<file path="src/hw/icd_pkg.sv">
// Constants and types for the interrupt command decoder
package icd_pkg;

  // Register word offsets on APB
  localparam logic [7:0] OFF_CMD     = 8'h00;
  localparam logic [7:0] OFF_DATA    = 8'h04;
  localparam logic [7:0] OFF_IRR     = 8'h08;
  localparam logic [7:0] OFF_IMR     = 8'h0c;
  localparam logic [7:0] OFF_ISR     = 8'h10;
  localparam logic [7:0] OFF_MODE    = 8'h14;
  localparam logic [7:0] OFF_ACR     = 8'h18;
  localparam logic [7:0] OFF_IAK     = 8'h1c;
  localparam logic [7:0] OFF_EVT     = 8'h20;
  localparam logic [7:0] OFF_EVT_MSK = 8'h24;
  localparam logic [7:0] OFF_CFG     = 8'h28;

  // Base address compare: nine straps against paddr[16:8]
  localparam int         BASE_LSB    = 8;
  localparam int         BASE_W      = 9;
  localparam int         OFF_W       = 8;

  localparam int         LEVELS      = 8;
  localparam int         VEC_DEPTH   = 4;
  localparam int         MASTER_MASK = 7;

  // Event bit positions
  localparam int         EV_CMD      = 0;
  localparam int         EV_BADCMD   = 1;
  localparam int         EV_DATA     = 2;
  localparam int         EV_W        = 3;

  localparam logic [7:0] RST_BYTE    = 8'h00;
  localparam logic [7:0] RST_MASK    = 8'hff;

  typedef enum logic [1:0] {
    ICD_SEL_NONE,
    ICD_SEL_IMR,
    ICD_SEL_ACR,
    ICD_SEL_VEC
  } icd_sel_t;

  // Select-field decode to a one-hot bit
  function automatic logic [7:0] icd_onehot(input logic [2:0] b);
    icd_onehot = 8'h01 << b;
  endfunction : icd_onehot

endpackage : icd_pkg

</file>
<file path="src/hw/icd_top.sv">
// Command decoder of an eight-level vectored interrupt controller
//
// How it works
// - Vector writes unlimited by byte count; count sets reads and interrupts.
// - Vectors are returned during acknowledge in the order written.
// - Three-bit select field decodes binary 0..7 to the target bit.
// - Clear-all request-and-mask clears both registers entirely.
// - Single clear request-and-mask clears only the selected bits.
// - Mask commands: clear all, clear one, set all, set one.
// - Request commands: clear all, clear one, set all, set one.
// - Clear highest priority in-service bit; low four bits ignored.
// - Clear all in-service bits, or one selected bit.
// - Load-low-mode copies command bits 0..4 into mode bits 0..4.
// - Upper-mode loads bits 5,6; low bits keep, set, clear bit 7.
// - Mode bit 7 is master mask; control code 11 is illegal.
// - Preselect-mask routes later data writes into the mask register.
// - Preselect-auxiliary routes later data writes into auxiliary control.
// - Vector preselect loads level byte count and targets that level.
// - Don't-care command bits are ignored during decode.
// - Bus address compared to base set by nine straps.
// - One strap picks which port A upper signals make requests.
`timescale 1ns/1ps
module icd_top (
  input  wire logic        pclk,
  input  wire logic        presetn,
  input  wire logic        clk_en,
  input  wire logic        psel,
  input  wire logic        penable,
  input  wire logic        pwrite,
  input  wire logic [31:0] paddr,
  input  wire logic [31:0] pwdata,
  input  wire logic [3:0]  pstrb,
  input  wire logic [8:0]  address_strap,
  input  wire logic        irq_source_strap,
  input  wire logic [7:0]  port_a_hi,
  output logic      [31:0] prdata,
  output logic             pready,
  output logic             pslverr,
  output logic             irq,
  output logic             int_req
);
  logic [7:0]         interrupt_request_reg;
  logic [7:0]         interrupt_mask_reg;
  logic [7:0]         in_service_reg;
  logic [7:0]         mode_reg;
  logic [7:0]         auxiliary_control_reg;
  logic [1:0]         byte_count [0:7];
  logic [2:0]         level_sel;
  icd_pkg::icd_sel_t  sel;
  logic [3:0]         evt;
  logic [3:0]         evt_mask;
  logic [7:0]         src_q;
  logic [2:0]         ack_level;
  logic               ack_active;

  // Bus decode
  wire        base_hit = paddr[16:8] == address_strap;
  wire [7:0]  off      = paddr[7:0];
  wire        acc      = psel && penable && clk_en && pready && base_hit;
  wire        wr       = acc && pwrite && pstrb[0];
  wire        rd       = acc && !pwrite;
  wire        cmd_wr   = wr && off == icd_pkg::OFF_CMD;
  wire        dat_wr   = wr && off == icd_pkg::OFF_DATA;
  wire        iak_rd   = rd && off == icd_pkg::OFF_IAK;
  wire        evt_wr   = wr && off == icd_pkg::OFF_EVT;
  wire        emsk_wr  = wr && off == icd_pkg::OFF_EVT_MSK;
  wire        mapped   = off <= icd_pkg::OFF_CFG && off[1:0] == 2'h0;
  wire [7:0]  c        = pwdata[7:0];
  wire [7:0]  bsel     = icd_pkg::icd_onehot(c[2:0]);

  // Command class decode, only defined bits compared
  wire c_clr_rm_all = c[7:3] == 5'b00010;
  wire c_clr_rm_one = c[7:3] == 5'b00011;
  wire c_clr_m_all  = c[7:3] == 5'b00100;
  wire c_clr_m_one  = c[7:3] == 5'b00101;
  wire c_set_m_all  = c[7:3] == 5'b00110;
  wire c_set_m_one  = c[7:3] == 5'b00111;
  wire c_clr_r_all  = c[7:3] == 5'b01000;
  wire c_clr_r_one  = c[7:3] == 5'b01001;
  wire c_set_r_all  = c[7:3] == 5'b01010;
  wire c_set_r_one  = c[7:3] == 5'b01011;
  wire c_clr_s_hi   = c[7:4] == 4'b0110;
  wire c_clr_s_all  = c[7:3] == 5'b01110;
  wire c_clr_s_one  = c[7:3] == 5'b01111;
  wire c_reset      = c == 8'h00;
  wire c_mode_lo    = c[7:5] == 3'b100;
  wire c_mode_hi    = c[7:4] == 4'b1010;
  wire c_pre_imr    = c[7:4] == 4'b1011;
  wire c_pre_acr    = c[7:4] == 4'b1100;
  wire c_pre_vec    = c[7:5] == 3'b111;
  wire c_illegal    = c_mode_hi && c[1:0] == 2'b11;
  wire c_known = c_clr_rm_all | c_clr_rm_one | c_clr_m_all | c_clr_m_one |
                 c_set_m_all | c_set_m_one | c_clr_r_all | c_clr_r_one |
                 c_set_r_all | c_set_r_one | c_clr_s_hi | c_clr_s_all |
                 c_clr_s_one | c_reset | c_mode_lo | c_pre_imr |
                 c_pre_acr | c_pre_vec | (c_mode_hi && !c_illegal);

  // Mask register next value
  wire [7:0] m_clr = (c_clr_rm_all | c_clr_m_all) ? 8'hff :
                     (c_clr_rm_one | c_clr_m_one) ? bsel : 8'h00;
  wire [7:0] m_set = c_set_m_all ? 8'hff : c_set_m_one ? bsel : 8'h00;
  wire [7:0] next_imr_cmd = (interrupt_mask_reg & ~m_clr) | m_set;

  // Request register edits
  wire [7:0] r_clr = (c_clr_rm_all | c_clr_r_all) ? 8'hff :
                     (c_clr_rm_one | c_clr_r_one) ? bsel : 8'h00;
  wire [7:0] r_set = c_set_r_all ? 8'hff : c_set_r_one ? bsel : 8'h00;

  // Request sources picked by strap
  wire [7:0] src = irq_source_strap ? {4'h0, port_a_hi[3:0]} : port_a_hi;
  wire [7:0] src_rise = src & ~src_q;

  // Priority resolution
  wire [7:0] pend = interrupt_request_reg & ~interrupt_mask_reg;
  wire [7:0] isr_first;
  wire [2:0] isr_idx;
  wire       isr_any;
  wire [7:0] pend_first;
  wire [2:0] pend_idx;
  wire       pend_any;

  icd_prio u_isr_prio (
    .bits  (in_service_reg),
    .first (isr_first),
    .index (isr_idx),
    .any   (isr_any)
  );

  icd_prio u_pend_prio (
    .bits  (pend),
    .first (pend_first),
    .index (pend_idx),
    .any   (pend_any)
  );

  // Acknowledge serves pending level, or continues current multi-byte one
  wire [2:0] iak_level = ack_active ? ack_level : pend_idx;
  wire       iak_ok    = ack_active || pend_any;
  wire [7:0] vec_data;
  wire       vec_last;
  wire       iak_avail = iak_ok && !mode_reg[icd_pkg::MASTER_MASK];
  wire       vec_rd    = iak_rd && iak_avail;

  icd_vec_mem u_vec (
    .pclk       (pclk),
    .presetn    (presetn),
    .en         (clk_en),
    .wr         (dat_wr && sel == icd_pkg::ICD_SEL_VEC),
    .wr_level   (dat_wr ? level_sel : c[2:0]),
    .restart    (cmd_wr && c_pre_vec),
    .wr_data    (c),
    .rd         (vec_rd),
    .rd_level   (iak_level),
    .count_code (byte_count[iak_level]),
    .rd_data    (vec_data),
    .rd_last    (vec_last)
  );

  // Master mask gates the request line
  wire       next_int_req = pend_any && !mode_reg[icd_pkg::MASTER_MASK];
  wire [3:0] ev_raw = {1'b0, dat_wr, cmd_wr && !c_known, cmd_wr};
  wire [3:0] ev_clr = evt_wr ? pwdata[3:0] : 4'h0;
  wire [3:0] next_evt = (evt & ~ev_clr) | ev_raw;

  wire [31:0] rd_mux =
    off == icd_pkg::OFF_IRR     ? {24'h0, interrupt_request_reg} :
    off == icd_pkg::OFF_IMR     ? {24'h0, interrupt_mask_reg} :
    off == icd_pkg::OFF_ISR     ? {24'h0, in_service_reg} :
    off == icd_pkg::OFF_MODE    ? {24'h0, mode_reg} :
    off == icd_pkg::OFF_ACR     ? {24'h0, auxiliary_control_reg} :
    off == icd_pkg::OFF_IAK     ? (iak_avail ? {24'h0, vec_data} : 32'h0) :
    off == icd_pkg::OFF_EVT     ? {28'h0, evt} :
    off == icd_pkg::OFF_EVT_MSK ? {28'h0, evt_mask} :
    off == icd_pkg::OFF_CFG     ? {21'h0, level_sel, 6'h0, sel} : 32'h0;

  always_ff @(posedge pclk or negedge presetn) begin
    if (!presetn) begin
      interrupt_request_reg <= icd_pkg::RST_BYTE;
      interrupt_mask_reg    <= icd_pkg::RST_MASK;
      in_service_reg        <= icd_pkg::RST_BYTE;
      mode_reg              <= icd_pkg::RST_BYTE;
      auxiliary_control_reg <= icd_pkg::RST_BYTE;
      sel                   <= icd_pkg::ICD_SEL_NONE;
      level_sel             <= 3'h0;
      src_q                 <= icd_pkg::RST_BYTE;
      ack_active            <= 1'b0;
      ack_level             <= 3'h0;
      for (int i = 0; i < icd_pkg::LEVELS; i++)
        byte_count[i] <= 2'h0;
    end else if (clk_en) begin
      src_q <= src;
      // Hardware edge sets win over command clears
      if (cmd_wr)
        interrupt_request_reg <= (interrupt_request_reg & ~r_clr) | r_set
                                 | src_rise;
      // First acknowledge of a level moves its request to in-service
      else if (vec_rd && !ack_active)
        interrupt_request_reg <= (interrupt_request_reg & ~pend_first)
                                 | src_rise;
      else
        interrupt_request_reg <= interrupt_request_reg | src_rise;
      if (cmd_wr)
        interrupt_mask_reg <= next_imr_cmd;
      else if (dat_wr && sel == icd_pkg::ICD_SEL_IMR)
        interrupt_mask_reg <= c;
      if (dat_wr && sel == icd_pkg::ICD_SEL_ACR)
        auxiliary_control_reg <= c;
      if (cmd_wr && c_clr_s_hi)
        in_service_reg <= in_service_reg & ~isr_first;
      else if (cmd_wr && c_clr_s_all)
        in_service_reg <= 8'h00;
      else if (cmd_wr && c_clr_s_one)
        in_service_reg <= in_service_reg & ~bsel;
      else if (vec_rd && !ack_active)
        in_service_reg <= in_service_reg | pend_first;
      if (cmd_wr && c_mode_lo)
        mode_reg[4:0] <= c[4:0];
      if (cmd_wr && c_mode_hi && !c_illegal) begin
        mode_reg[6:5] <= c[3:2];
        if (c[1:0] == 2'b01)
          mode_reg[icd_pkg::MASTER_MASK] <= 1'b1;
        else if (c[1:0] == 2'b10)
          mode_reg[icd_pkg::MASTER_MASK] <= 1'b0;
      end
      if (cmd_wr && c_known)
        sel <= c_pre_imr ? icd_pkg::ICD_SEL_IMR :
               c_pre_acr ? icd_pkg::ICD_SEL_ACR :
               c_pre_vec ? icd_pkg::ICD_SEL_VEC : icd_pkg::ICD_SEL_NONE;
      if (cmd_wr && c_pre_vec) begin
        byte_count[c[2:0]] <= c[4:3];
        level_sel          <= c[2:0];
      end
      // Multi-byte acknowledge spans count reads
      if (vec_rd) begin
        ack_active <= !vec_last;
        ack_level  <= iak_level;
      end
    end
  end

  // Bus answer registers and output flops
  always_ff @(posedge pclk or negedge presetn) begin
    if (!presetn) begin
      pready  <= 1'b0;
      prdata  <= 32'h0;
      pslverr <= 1'b0;
      evt     <= 4'h0;
      evt_mask <= 4'h0;
      irq     <= 1'b0;
      int_req <= 1'b0;
    end else if (clk_en) begin
      pready  <= psel && !penable;
      prdata  <= (psel && !penable && !pwrite) ? rd_mux : prdata;
      pslverr <= psel && !penable && !(base_hit && mapped);
      evt     <= next_evt;
      if (emsk_wr)
        evt_mask <= pwdata[3:0];
      irq     <= |(next_evt & evt_mask);
      int_req <= next_int_req;
    end
  end

  chk_clear_all_rm: assert property (@(posedge pclk) disable iff (!presetn)
    cmd_wr && c_clr_rm_all |=> interrupt_mask_reg == 8'h00)
    else $error("mask not cleared by clear-all");
  chk_single_clear: assert property (@(posedge pclk) disable iff (!presetn)
    cmd_wr && c_clr_m_one |=> interrupt_mask_reg ==
      ($past(interrupt_mask_reg) & ~$past(bsel)))
    else $error("single mask clear wrong");
  chk_set_mask: assert property (@(posedge pclk) disable iff (!presetn)
    cmd_wr && c_set_m_one |=> interrupt_mask_reg[$past(c[2:0])])
    else $error("mask bit not set");
  chk_set_req: assert property (@(posedge pclk) disable iff (!presetn)
    cmd_wr && c_set_r_all |=> interrupt_request_reg == 8'hff)
    else $error("request set-all failed");
  chk_isr_high: assert property (@(posedge pclk) disable iff (!presetn)
    cmd_wr && c_clr_s_hi && isr_any |=>
      in_service_reg == ($past(in_service_reg) & ~$past(isr_first)))
    else $error("highest in-service not cleared");
  chk_isr_all: assert property (@(posedge pclk) disable iff (!presetn)
    cmd_wr && c_clr_s_all |=> in_service_reg == 8'h00)
    else $error("in-service not cleared");
  chk_mode_lo: assert property (@(posedge pclk) disable iff (!presetn)
    cmd_wr && c_mode_lo |=> mode_reg[4:0] == $past(c[4:0]))
    else $error("low mode load wrong");
  chk_mode_m7: assert property (@(posedge pclk) disable iff (!presetn)
    cmd_wr && c_mode_hi && c[1:0] == 2'b11 |=> $stable(mode_reg))
    else $error("illegal mode command acted");
  chk_preselect: assert property (@(posedge pclk) disable iff (!presetn)
    dat_wr && sel == icd_pkg::ICD_SEL_ACR |=>
      auxiliary_control_reg == $past(c))
    else $error("aux data write lost");
endmodule : icd_top

</file>
<file path="src/hw/icd_vec_mem.sv">
// Per-level vector memory, read back in entry order
`timescale 1ns/1ps
module icd_vec_mem (
  input  wire logic       pclk,
  input  wire logic       presetn,
  input  wire logic       en,
  input  wire logic       wr,
  input  wire logic [2:0] wr_level,
  input  wire logic       restart,
  input  wire logic [7:0] wr_data,
  input  wire logic       rd,
  input  wire logic [2:0] rd_level,
  input  wire logic [1:0] count_code,
  output logic      [7:0] rd_data,
  output logic            rd_last
);
  logic [7:0] mem [0:7][0:3];
  logic [1:0] wptr [0:7];
  logic [1:0] rptr [0:7];
  logic [1:0] cur_rptr;

  assign cur_rptr = rptr[rd_level];
  assign rd_data  = mem[rd_level][cur_rptr];
  // Count code 0..3 means 1..4 vectors
  assign rd_last  = (cur_rptr == count_code);

  always_ff @(posedge pclk or negedge presetn) begin
    if (!presetn) begin
      for (int i = 0; i < 8; i++) begin
        wptr[i] <= 2'h0;
        rptr[i] <= 2'h0;
      end
    end else if (en) begin
      if (restart)
        wptr[wr_level] <= 2'h0;
      // Writes are not limited by the count; pointer wraps
      else if (wr)
        wptr[wr_level] <= wptr[wr_level] + 2'h1;
      if (rd)
        rptr[rd_level] <= rd_last ? 2'h0 : cur_rptr + 2'h1;
    end
  end

  always_ff @(posedge pclk) begin
    if (en && wr && !restart)
      mem[wr_level][wptr[wr_level]] <= wr_data;
  end
endmodule : icd_vec_mem

</file>
<file path="src/hw/icd_prio.sv">
// Highest priority set bit finder, bit 0 highest
`timescale 1ns/1ps
module icd_prio (
  input  wire logic [7:0] bits,
  output logic      [7:0] first,
  output logic      [2:0] index,
  output logic            any
);
  assign any   = |bits;
  // Lowest set bit isolates highest priority
  assign first = bits & (~bits + 8'h01);
  assign index = first[1] ? 3'h1 : first[2] ? 3'h2 : first[3] ? 3'h3 :
                 first[4] ? 3'h4 : first[5] ? 3'h5 : first[6] ? 3'h6 :
                 first[7] ? 3'h7 : 3'h0;
endmodule : icd_prio

</file>
<file path="config.mk">
export PLATFORM = sky130hd
export DESIGN_NAME = icd_top
export DESIGN_NICKNAME = d
export VERILOG_FILES = /design/src/hw/icd_pkg.sv /design/src/hw/icd_top.sv /design/src/hw/icd_vec_mem.sv /design/src/hw/icd_prio.sv
export SDC_FILE = /design/constraint.sdc
export NUM_CORES = 1
export LEC_CHECK = 0
export ABC_AREA = 1
export BUFFER_PORTS_ARGS = -buffer_cell sky130_fd_sc_hd__buf_2
export CAP_MARGIN = 20
export CORE_ASPECT_RATIO = 1.1
export CORE_UTILIZATION = 55
export DETAILED_ROUTE_END_ITERATION = 8
export PLACE_DENSITY = 0.77
export SYNTH_ARGS = -nofsm -noshare
export SYNTH_HDL_FRONTEND = slang
export SYNTH_HIERARCHICAL = 1
export SYNTH_SLANG_ARGS = --single-unit
</file>
<file path="constraint.sdc">
create_clock -name pclk -period 7.06 [get_ports pclk]
set_clock_uncertainty 0.15 [all_clocks]
set_input_delay 0.353 -clock pclk [delete_from_list [all_inputs] [get_ports pclk]]
set_output_delay 0.353 -clock pclk [all_outputs]
set_load 0.02 [all_outputs]
</file>
======== Word-level counts from Yosys, hierarchy flattened ========
Memories as Yosys holds them, arrays and structs flattened.
Cells that the tools add are included.
storage, ports and cells
  logic and storage cells ................. 294
  bits in writable memories ............... 256
  memories ................................ 1
  register bits after elaboration ......... 149
memory list
  name       depth  width  rd ports  clocked after Yosys merged registers in  wr ports  RTL line           source
  u_vec.mem  8      32     1         0                                        1         icd_vec_mem.sv:17  logic [7:0] mem [0:7][0:3];
operators by class
  reduce and logical (&&, ||, !) cells .... 72
  add/subtract/negate cells ............... 4
  equal/unequal tests ..................... 36
  bitwise gates (word level) .............. 57
  multiplexer cells ....................... 70
  shift-type cells ........................ 1
  $lt $le $gt $ge ......................... 10
operators by type and width
  operator             count
  $mux 8               21
  $mux 11              9
  $and 8x8->8          9
  $not 8->8            9
  $bwmux 16            3
  $or 8x8->8           6
  $logic_and 1x1->1    41
  $eq 8x5->1 const B   4
  $mux 16              2
  $mux 32              1
  $eq 5x4->1 const B   6
  $mux 3               9
  $mux 2               13
  $eq 8x6->1 const B   3
  $or 1x1->1           22
  $reduce_and 2->1     11
  $eq 5x3->1 const B   4
  $bmux 2 s3           3
  $demux 2 s3          3
  $add 8x1->8 const B  2
  $and 16x16->16       1
  $bmux 8 s2           1
  $demux 8 s2          1
  $eq 8x4->1 const B   2
  33 further kinds     64

======== Depth between registers and ports, before layout ========
Gate-level depths: netlist of run 1.
  depth after elaboration ................. 28
  depth in mapped cells ................... 27

======== Hierarchy ========
Netlist of run 1, hierarchy kept.
by module, submodules not included
  module       area an instance (µm²)  cells an instance  sequential area each (µm²)  instances
  icd_vec_mem  12738.5                 1288               8488.1                      1
  icd_top      6074.6                  838                2412.3                      1
  icd_prio     175.2                   35                 0.0                         2

======== Worst setup path after synthesis of run 1 ========
Ideal clock, no wire load.
  path kind ............................... input port to flip-flop
  from .................................... input address_strap[4]
  to ...................................... memory u_vec/mem[4][16] (netlist bit), enable pin
  buffers on the path ..................... 1
  path slack .............................. 3543 ps
  required time ........................... 6540 ps
  library setup time ...................... 370 ps
  stages on the path ...................... 18
  arrival ................................. 2997 ps
  path through ............................ xnor2_1 nand2_1 nor2_2 nand3_1 nor2_2 nand3b_1 o21ai_0 buf_2 inv_2 nand3_1 inv_1 a22o_1 inv_1 nand4_1 inv_1 ha_1 nand2_1 nor2_1
on the way
  longest elaborated chain between the ends .. 16
  elaborated cells on any way between the ends .. 24
  classes of those cells .................. order compare: 2; eq/ne: 1; mux: 8; bitwise: 2; reduce/logical: 11
ends and longest elaborated chain
  element                                                                RTL line           source
  start: declaration                                                     icd_top.sv:33      input wire logic [8:0] address_strap,
  $eq 9x9->1 (*)                                                         icd_top.sv:57      wire base_hit = paddr[16:8] == address_strap;
  $logic_and 1x1->1 (*)                                                  icd_top.sv:59      wire acc = psel && penable && clk_en && pready && base_hit;
  $logic_and 1x1->1 (*) (2 in a row)                                     icd_top.sv:60      wire wr = acc && pwrite && pstrb[0];
  $logic_and 1x1->1                                                      icd_top.sv:63      wire dat_wr = wr && off == icd_pkg::OFF_DATA;
  $mux 3                                                                 icd_top.sv:149     .wr_level (dat_wr ? level_sel : c[2:0]),
  $not 3->4 (implied by the code)                                        icd_vec_mem.sv:46  mem[wr_level][wptr[wr_level]] <= wr_data;
  $bmux 2 s3                                                             icd_vec_mem.sv:46
  $mux 2 (implied by the code) (2 in a row)                              icd_vec_mem.sv:46
  $not 2->3 (implied by the code)                                        icd_vec_mem.sv:46
  $ge 3x3->1 (implied by the code) / $lt 3x1->1 (equally long branches)  icd_vec_mem.sv:46
  $logic_and 1x1->1 (implied by the code)                                icd_vec_mem.sv:46
  $mux 8 (implied by the code)                                           icd_vec_mem.sv:46
  $demux 8 s2                                                            icd_vec_mem.sv:46
  $mux 32 (implied by the code)                                          icd_vec_mem.sv:46
  end: declaration                                                       icd_vec_mem.sv:17
Every way passes the cells marked *; elsewhere a longest branch is shown, timed or not. The select of a mux whose other input is x is not followed.

======== Worst setup path after layout of run 1 ========
  from .................................... register interrupt_request_reg[0]
  to ...................................... register prdata[5]
on the way
  elaborated cells on any way between the ends .. 31
  classes of those cells .................. add/sub: 1; mux: 21; bitwise: 5; reduce/logical: 3; memory: 1
RTL lines
  element                   RTL line        source
  start: declaration        icd_top.sv:42   logic [7:0] interrupt_request_reg;
  start signal: assignment  icd_top.sv:178  interrupt_request_reg <= icd_pkg::RST_BYTE;
  start signal: assignment  icd_top.sv:194  interrupt_request_reg <= (interrupt_request_reg & ~r_clr) | r_set
  start signal: assignment  icd_top.sv:198  interrupt_request_reg <= (interrupt_request_reg & ~pend_first)
  $and 8x8->8 (*)           icd_top.sv:114  wire [7:0] pend = interrupt_request_reg & ~interrupt_mask_reg;
  via pend[0]               icd_top.sv:114
  $not 8->8 (*)             icd_prio.sv:11  assign first = bits & (~bits + 8'h01);
  $add 8x1->8 (*)           icd_prio.sv:11
  $and 8x8->8 (*)           icd_prio.sv:11
  via pend_first[3]         icd_top.sv:118  wire [7:0] pend_first;
  $mux 3 (*) (3 in a row)   icd_prio.sv:12  assign index = first[1] ? 3'h1 : first[2] ? 3'h2 : first[3] ? 3'h3 :
  via pend_idx[1]           icd_top.sv:119  wire [2:0] pend_idx;
  [1 not listed]            --
  via iak_level[1]          icd_top.sv:137  wire [2:0] iak_level = ack_active ? ack_level : pend_idx;
  [8 not listed]            --
  via vec_data[5]           icd_top.sv:139  wire [7:0] vec_data;
  $mux 8 (*)                icd_top.sv:171  off == icd_pkg::OFF_IAK ? (iak_avail ? {24'h0, vec_data} : 32'h0) :
  $mux 11 (*)               icd_top.sv:171
  $mux 11 (*)               icd_top.sv:170  off == icd_pkg::OFF_ACR ? {24'h0, auxiliary_control_reg} :
  $mux 11 (*)               icd_top.sv:169  off == icd_pkg::OFF_MODE ? {24'h0, mode_reg} :
  $mux 11 (*)               icd_top.sv:168  off == icd_pkg::OFF_ISR ? {24'h0, in_service_reg} :
  $mux 11 (*)               icd_top.sv:167  off == icd_pkg::OFF_IMR ? {24'h0, interrupt_mask_reg} :
  $mux 11 (*)               icd_top.sv:166  off == icd_pkg::OFF_IRR ? {24'h0, interrupt_request_reg} :
  end signal: assignment    icd_top.sv:253  prdata <= (psel && !penable && !pwrite) ? rd_mux : prdata;
  end: declaration          icd_top.sv:36   output logic [31:0] prdata,
Mark *: on every way through the listed nets, which the timed path passes. The rest lies on a longest branch. The select of a mux whose other input is x is not followed.
A chain may end at the register's enable or synchronous reset.

==> results of run 1 <==
==> layer usage <==
layer / vias up / GRT usage, %
met5: - / 0
met4: 0 / 12.6
met3: 138 / 3.54
met2: 727 / 46.9
met1: 7341 / 35.8
li1: 7241 / -
==> final cells by class <==
class                      instances  area (um2)
fill                            2722       13200
sequential                       384       10900
multi-input combinational       1550        7070
clock buffer                      53        1090
inverter                         164         623
timing repair buffer              93         566
tap                              438         548
clock inverter                    16         158
==> final timing paths <==
check / from / to / slack, ns
max: interrupt_request_reg[0] / prdata[5] / 1.63
min: psel / pready / 0.03
max reg2reg: interrupt_request_reg[0] / prdata[5] / 1.63
min reg2reg: prdata[9] / prdata[9] / 0.33
max in group asynchronous: presetn / in_service_reg[7] / 5.10
min in group asynchronous: presetn / u_vec/rptr[7] / 0.34
==> power by group through the flow <==
stage / clock (W) / sequential (W) / combinational (W)
finish: 0.00203 / 0.00241 / 0.000178
global route: 0.00213 / 0.00241 / 0.000194
CTS: 0.00205 / 0.00241 / 0.000175
detailed placement: 0 / 0.00246 / 0.000170
global placement: 0 / 0.00246 / 0.000166
floorplan: 0 / 0.00246 / 0.0000883
==> stage by stage <==
stage | util (%) | cells | hold WS, ns | total power [W]
finish | 61.3 | 2698 | 0.0316 | 0.00462
global route | 61.3 | 2698 | 0.0603 | 0.00474
CTS | 61.3 | 2698 | 0.0212 | 0.00464
detailed placement | 57.3 | 2619 | 0.319 | 0.00263
global placement | 57.3 | 2619 | 0.311 | 0.00263
floorplan | - | 2207 | -0.0926 | 0.00255
==> worst min-delay path, stage by stage <==
cell,delay [ns]
buf_2,0.09
nand2_1,0.07
nor2_1,0.05
inv_1,0.07
nand2_1,0.05
==> cell usage in the layout (no fill, tap or decap), types with 14 or more instances in the layout <==
cell type,instances
nand2_1,874
edfxtp_1,256
inv_1,146
nor2_1,127
dfrtp_1,120
nand3_1,117
o21ai_0,106
a21oi_1,82
buf_2,63
clkbuf_16,40
o21ai_1,36
nand4_1,27
conb_1,21
buf_4,20
nand3_2,19
a22oi_1,16
a31oi_1,15
inv_2,14
nand2_2,14
==> metrics.md, run 1 <==
| Metric | Value |
|---|---|
| Critical-path top delay cell | o21ai_0 |
| Post-route cell area | between 20000 and 25000 um2 |
| CP bufs+invs | 4 |
| Die Ht | between 150 and 200 um |
| Post-CTS Hold Buffers | 10 |
| Worst-path fanout max | 56 |
| Sw Share | roughly 22% |
| Fin worst setup slack | 1.63 ns |
| Reg2Reg Depth | 21 |
| Crit-path cells | inv_1, nor2_1, nor2_4, nand2_2, nor2_4, nand3b_1, o21ai_0, inv_2, inv_2, buf_4, a21oi_1, o21ai_0, nand2_1, nand3_1, nand4_1, nand3_1, nand3_1, a21oi_1, nand2_1, a21oi_1, o21ai_0 |
| Num CTS Buffers | 38 |
| Antenna diodes | 0 |
| Fin crit period | 5.43 ns |
| Initial antenna violation count | 0 |
| Final Max Tran Viols | 0 |
| Crit Path Category | flop to flop |
| CTS tree | yes |
| Crit path capture type | flop |
| Placeable Area | 34200 um2 |
| Post-route ant nets | 0 |
| Pre-CTS WS | 1.80 ns |
| Cts repair resizes | 0 |
| Routed via count | 15447 |
| WP depth | 21 |
| Post-DP HPWL | around 31 mm |
| Pin slew with the least headroom to its limit | around 1.1 ns |
| Area of the mapped netlist | 19100 um2 |
| Required time of the critical path | 7.31 ns |
| Worst-Skew Late Latency | approximately 0.55 ns |
| # nets final | around 2300 |
| Lkg Pwr | 9.26 nW |
| Outcome | finished, violations left |
| Crit path DAT | roughly 5.7 ns |
| Pin count of the biggest net entering global routing | 74 |
| Drt via density | approximately 5.7 |
| Failing checks | DRC |
| P_sw | 0.00101 W |
| Syn_area_per_cell | between 8 and 9 um2 |
| Hold Path Depth | 5 |
| Tightest Hold Check Type | primary input to flop |
| Total GRT Usage | 27.7% |
| Hold Vio Cnt, Final | 0 |
| Placed Area | 19600 um2 |
| Initial drt markers | 1707 |
| H-tree depth | 2 |
| Wirelength per Cell | 18.1 um |
| Max-Slew Margin vs Limit | 24.8% |
| CP peak stage delay | between 0.6 and 0.7 ns |
| Cells after Synth | 2187 |
| Period Utilization, post-route | around three quarters |
| Top Metal Used | met4 |
| Max reg flops | 256 |
| Routed wl met2 | 23.9 mm |
| Peak VDD IR | 163 uV |
| PortBufs | 64 |
| Top delay family on crit path | simple AND/OR/NAND/NOR gates |
| Setup_tns | 0 ns |
| Ports | roughly 130 |
| P_int | 0.00361 W |
| CTS clk-pin slew, worst paths | ~0.07 ns |
| Clk sink count | approximately 380 |
| Area Growth Syn to Fin | 9.60% |
| Clk pwr share | 43.9% |
| Setup crit start kind | flop |
| Met3 Wirelength | 3.72 mm |
| Max_cap viols | 0 |
| Post-Route M1 WL | 19.4 mm |
| Comb pwr share | between 3 and 4% |
| Wirelength, routed | about 49 mm |
| First-pass GRT wire length | 77.5 mm |
| Initial Util | 55.9% |
| Seq pwr share | a little over half |
| Detailed Routing Iterations Pass 1 | 9 |
| Power Density | 220 nW/um2 |
| Number of global-route vias before repair | around 15000 |
| Unrepaired setup endpoints after global routing | false |
| Number of post-CTS setup repair buffers | 0 |
| Synth Warn # | 6 |
| CTS root buf | clkbuf_16 |
| Die area | 35500 um2 |
| Detailed-route DRC error count | 3 |
| Total grt overflow | 0 |
| Placement row count | 71 |
| Routability cong. | ~0.94 |
| Die W | roughly 180 um |
| Ratio of cells with drive above 1 in the final layout | a little over a tenth |
| Final Setup Violations | 0 |
| Bufs on Longest Clock Path | 3 |
| Fmax | 184 MHz |
No activity file was read; power rests on OpenSTA's default activity.
==> inputs of run 2 (changes only) <==
Clock period 7.06 ns to 5.65 ns, I/O delays scaled along.
==> run 2 against run 1 <==
  * The flow still finishes with violations (DRC)
  * Power grew 25%
  * Sequential share of layout area shrank 0.37 points
  * Largest power group unchanged
  * Critical path type is now primary input to flop
  * Critical endpoint is now u_vec/mem[5][26]
  * Combinational power up 29%
  * Clock power grew 26%
  * Non-clock buffer count up 15
  * Routed wire length grew 1.3%
  * Cell area rose by 0.72%
  * Flip-flop and latch count unchanged
  * Register-to-register slack got worse by 0.87 ns
==> metrics.md, run 2 (same netlist as run 1, synthesis figures left out) <==
| Metric | Value |
|---|---|
| Worst-Skew Late Latency | 0.54 ns (about the same) |
| Tightest Hold Check Type | primary input to flop |
| Detailed Routing Iterations Pass 1 | 9 (unchanged) |
| Post-route cell area | 21100 um2 (+0.72%) |
| Hold Slack | 0.0346 ns (+0.00303 ns) |
| Met3 Wirelength | 4.01 mm (+7.9%) |
| Post-route ant nets | 0 (unchanged) |
| Pre-CTS WS | 0.683 ns (-1.12 ns) |
| Lkg Pwr | 9.33 nW (+0.77%) |
| Fin crit period | 4.91 ns |
| Period Utilization, post-route | slightly below 90% |
| Initial antenna violation count | 0 (unchanged) |
| Crit path DAT | 4.92 ns (-0.76 ns) |
| CTS clk-pin slew, worst paths | 0.06 ns (about the same) |
| Max-Slew Margin vs Limit | 36.7% (+12 points) |
| Total grt overflow | 0 (unchanged) |
| Max_cap viols | 0 (unchanged) |
| Commonest non-fill, non-tap cell in the layout | nand2_1 |
| Placeable Area | 34200 um2 (unchanged) |
| H-tree depth | 2 (unchanged) |
| Die Ht | 198 um (unchanged) |
| Top Metal Used | met4 |
| Initial Util | 55.9% (unchanged) |
| Peak VDD IR | 194 uV (+19%) |
| CP peak stage delay | 0.73 ns (+0.06 ns) |
| CP startpoint | psel |
| Ratio of cells with drive above 1 in the final layout | 10.6% (-0.031 points) |
| P_int | 0.00455 W (+26%) |
| Post-Route M1 WL | 19.2 mm (-0.57%) |
| Number of global-route vias before repair | 14894 (+0.72%) |
| Placed Area | 19700 um2 (+0.36%) |
| Clk pwr share | 44.0% (about the same) |
| P_sw | 0.00124 W (+23%) |
| CTS tree | yes |
| Fin worst setup slack | 0.740 ns (-0.890 ns) |
| Final Max Tran Viols | 0 (unchanged) |
| Setup_tns | 0 ns (unchanged) |
| CTS root buf | clkbuf_16 |
| Non-filler cells, final | 2714 (+0.59%) |
| Required time of the critical path | 5.65 ns (-1.66 ns) |
| # nets final | 2346 (+0.64%) |
| Drt via density | 5.74 (+0.32%) |
| Crit-path cells | dlygate4sd3_1, buf_2, nand2_1, nor2_1, nand3_1, nor2_2, nand3b_1, o21ai_0, nor2_1, nand2_1, inv_1, nand2_1, nand2_1, nor2_1, nand2_1, inv_2, ha_1, nand2_1, nor2_1 |
| Unrepaired setup endpoints after global routing | false |
| PortBufs | 64 (unchanged) |
| Routed wl met2 | 24.2 mm (+1.2%) |
| Routability cong. | 0.929 (-1.3%) |
| Max reg flops | 256 (unchanged) |
| Outcome | finished, violations left |
| Pin count of the biggest net entering global routing | 149 (+100%) |
| Antenna diodes | 0 (unchanged) |
| Wirelength, routed | 49.5 mm (+1.3%) |
| Worst-path fanout max | 9 (-84%) |
| Power Density | 274 nW/um2 (+24%) |
| Most frequent cells in the layout | 874 x nand2_1, 256 x edfxtp_1, 146 x inv_1 |
| Placed insts | 2625 (+0.23%) |
| Wirelength per Cell | 18.2 um (+0.75%) |
| Die W | 180 um (unchanged) |
| First-pass GRT wire length | 78.4 mm (+1.3%) |
| Pin slew with the least headroom to its limit | 0.950 ns (-0.169 ns) |
| Number of post-CTS setup repair buffers | 0 (unchanged) |
| Routed via count | 15588 (+0.91%) |
| Fmax | 204 MHz |
| Reg-to-reg critical path startpoint | pready |
| Post-DP HPWL | 31.7 mm (+2.5%) |
| Sw Share | 21.4% (-0.38 points) |
| Clk sink count | 384 (unchanged) |
| Ports | 128 (unchanged) |
| Bufs on Longest Clock Path | 3 (unchanged) |
| Most frequent CP cell | nand2_1 |
| Setup crit start kind | primary input |
| Comb pwr share | 4.0% (+0.2 points) |
| Seq pwr share | 52.1% (about the same) |
| Placement row count | 71 (unchanged) |
| Initial drt markers | 1624 (-4.9%) |
| Num CTS Buffers | 38 (unchanged) |
| Hold_sp | paddr[5] |
| Area Growth Syn to Fin | 10.4% |
| Crit Path Category | primary input to flop |
| Crit path capture type | flop |
| Die area | 35500 um2 (unchanged) |
| Detailed-route DRC error count | 3 (unchanged) |
| Total GRT Usage | 28.1% (+0.44 points) |
| Final Setup Violations | 0 (unchanged) |
| Hold Vio Cnt, Final | 0 (unchanged) |
| Critical-path top delay cell | nor2_1 |
| Failing checks | DRC |
==> run 2: cell count changes in the layout (fill, tap and decap cells not counted), sizes merged <==
cell,previous run,this run
buf,83,89
inv,164,163
dlygate4sd3,10,17
clkinvlp,4,0
bufinv,2,4
clkinv,10,15
clkbuf,53,54
==> run 2: layout make-up <==
cell class / instances / area [um2]
Multi-Input combinational cell: 1550 / 7070
Timing Repair Buffer: 108 / 721
Tap cell: 438 / 548
Fill cell: 2795 / 13100
Inverter: 164 / 623
Clock inverter: 18 / 199
Clock buffer: 52 / 1040
Sequential cell: 384 / 10900
==> run 2: per-stage QoR <==
stage | total power (W) | utilization, %
after CTS | 0.00583 | 61.7
after detailed placement | 0.00329 | 57.5
after floorplan | 0.00319 | -
after global placement | 0.00328 | 57.5
final | 0.00579 | 61.7
after global routing | 0.00594 | 61.7
==> run 2: power groups by stage <==
stage               sequential (W)  combinational (W)  clock (W)
floorplan                  0.00308           0.000110          0
global placement           0.00307           0.000212          0
detailed placement         0.00307           0.000217          0
CTS                        0.00302           0.000226    0.00259
global route               0.00302           0.000251    0.00268
finish                     0.00302           0.000229    0.00255
==> run 2: per-layer routing <==
| layer | vias to the layer above | global-route usage, % |
|---|---|---|
| li1 | 7286 | - |
| met5 | - | 0 |
| met4 | 0 | 13.2 |
| met2 | 754 | 47.8 |
| met3 | 155 | 3.76 |
| met1 | 7393 | 36.0 |
==> run 2: timing repair <==
| action | 4_1_cts | 5_1_grt |
|---|---|---|
| endpoints found under the hold margin | 62 | 0 |
| hold buffers | 17 | 0 |
| gates resized for setup | 0 | 0 |
==> run 2: final timing paths <==
check / slack, ns / end / depth (start not counted)
worst max-delay path: 0.74 / u_vec/mem[5][26] / 19
worst min register to register: 0.33 / prdata[9] / 2
worst max register to register: 0.76 / u_vec/mem[5][26] / 17
min in group asynchronous: 0.19 / u_vec/rptr[9] / 2
worst min-delay path: 0.03 / prdata[9] / 5
max in group asynchronous: 3.76 / in_service_reg[4] / 3
==> run 2: critical path: cells and delay by family <==
| family | cells | cell delay, ns |
|---|---|---|
| simple gates | 13 | 2.92 |
| fa+ha+maj | 1 | 0.17 |
| buf+inv | 4 | 0.90 |
| compound gates | 1 | 0.63 |
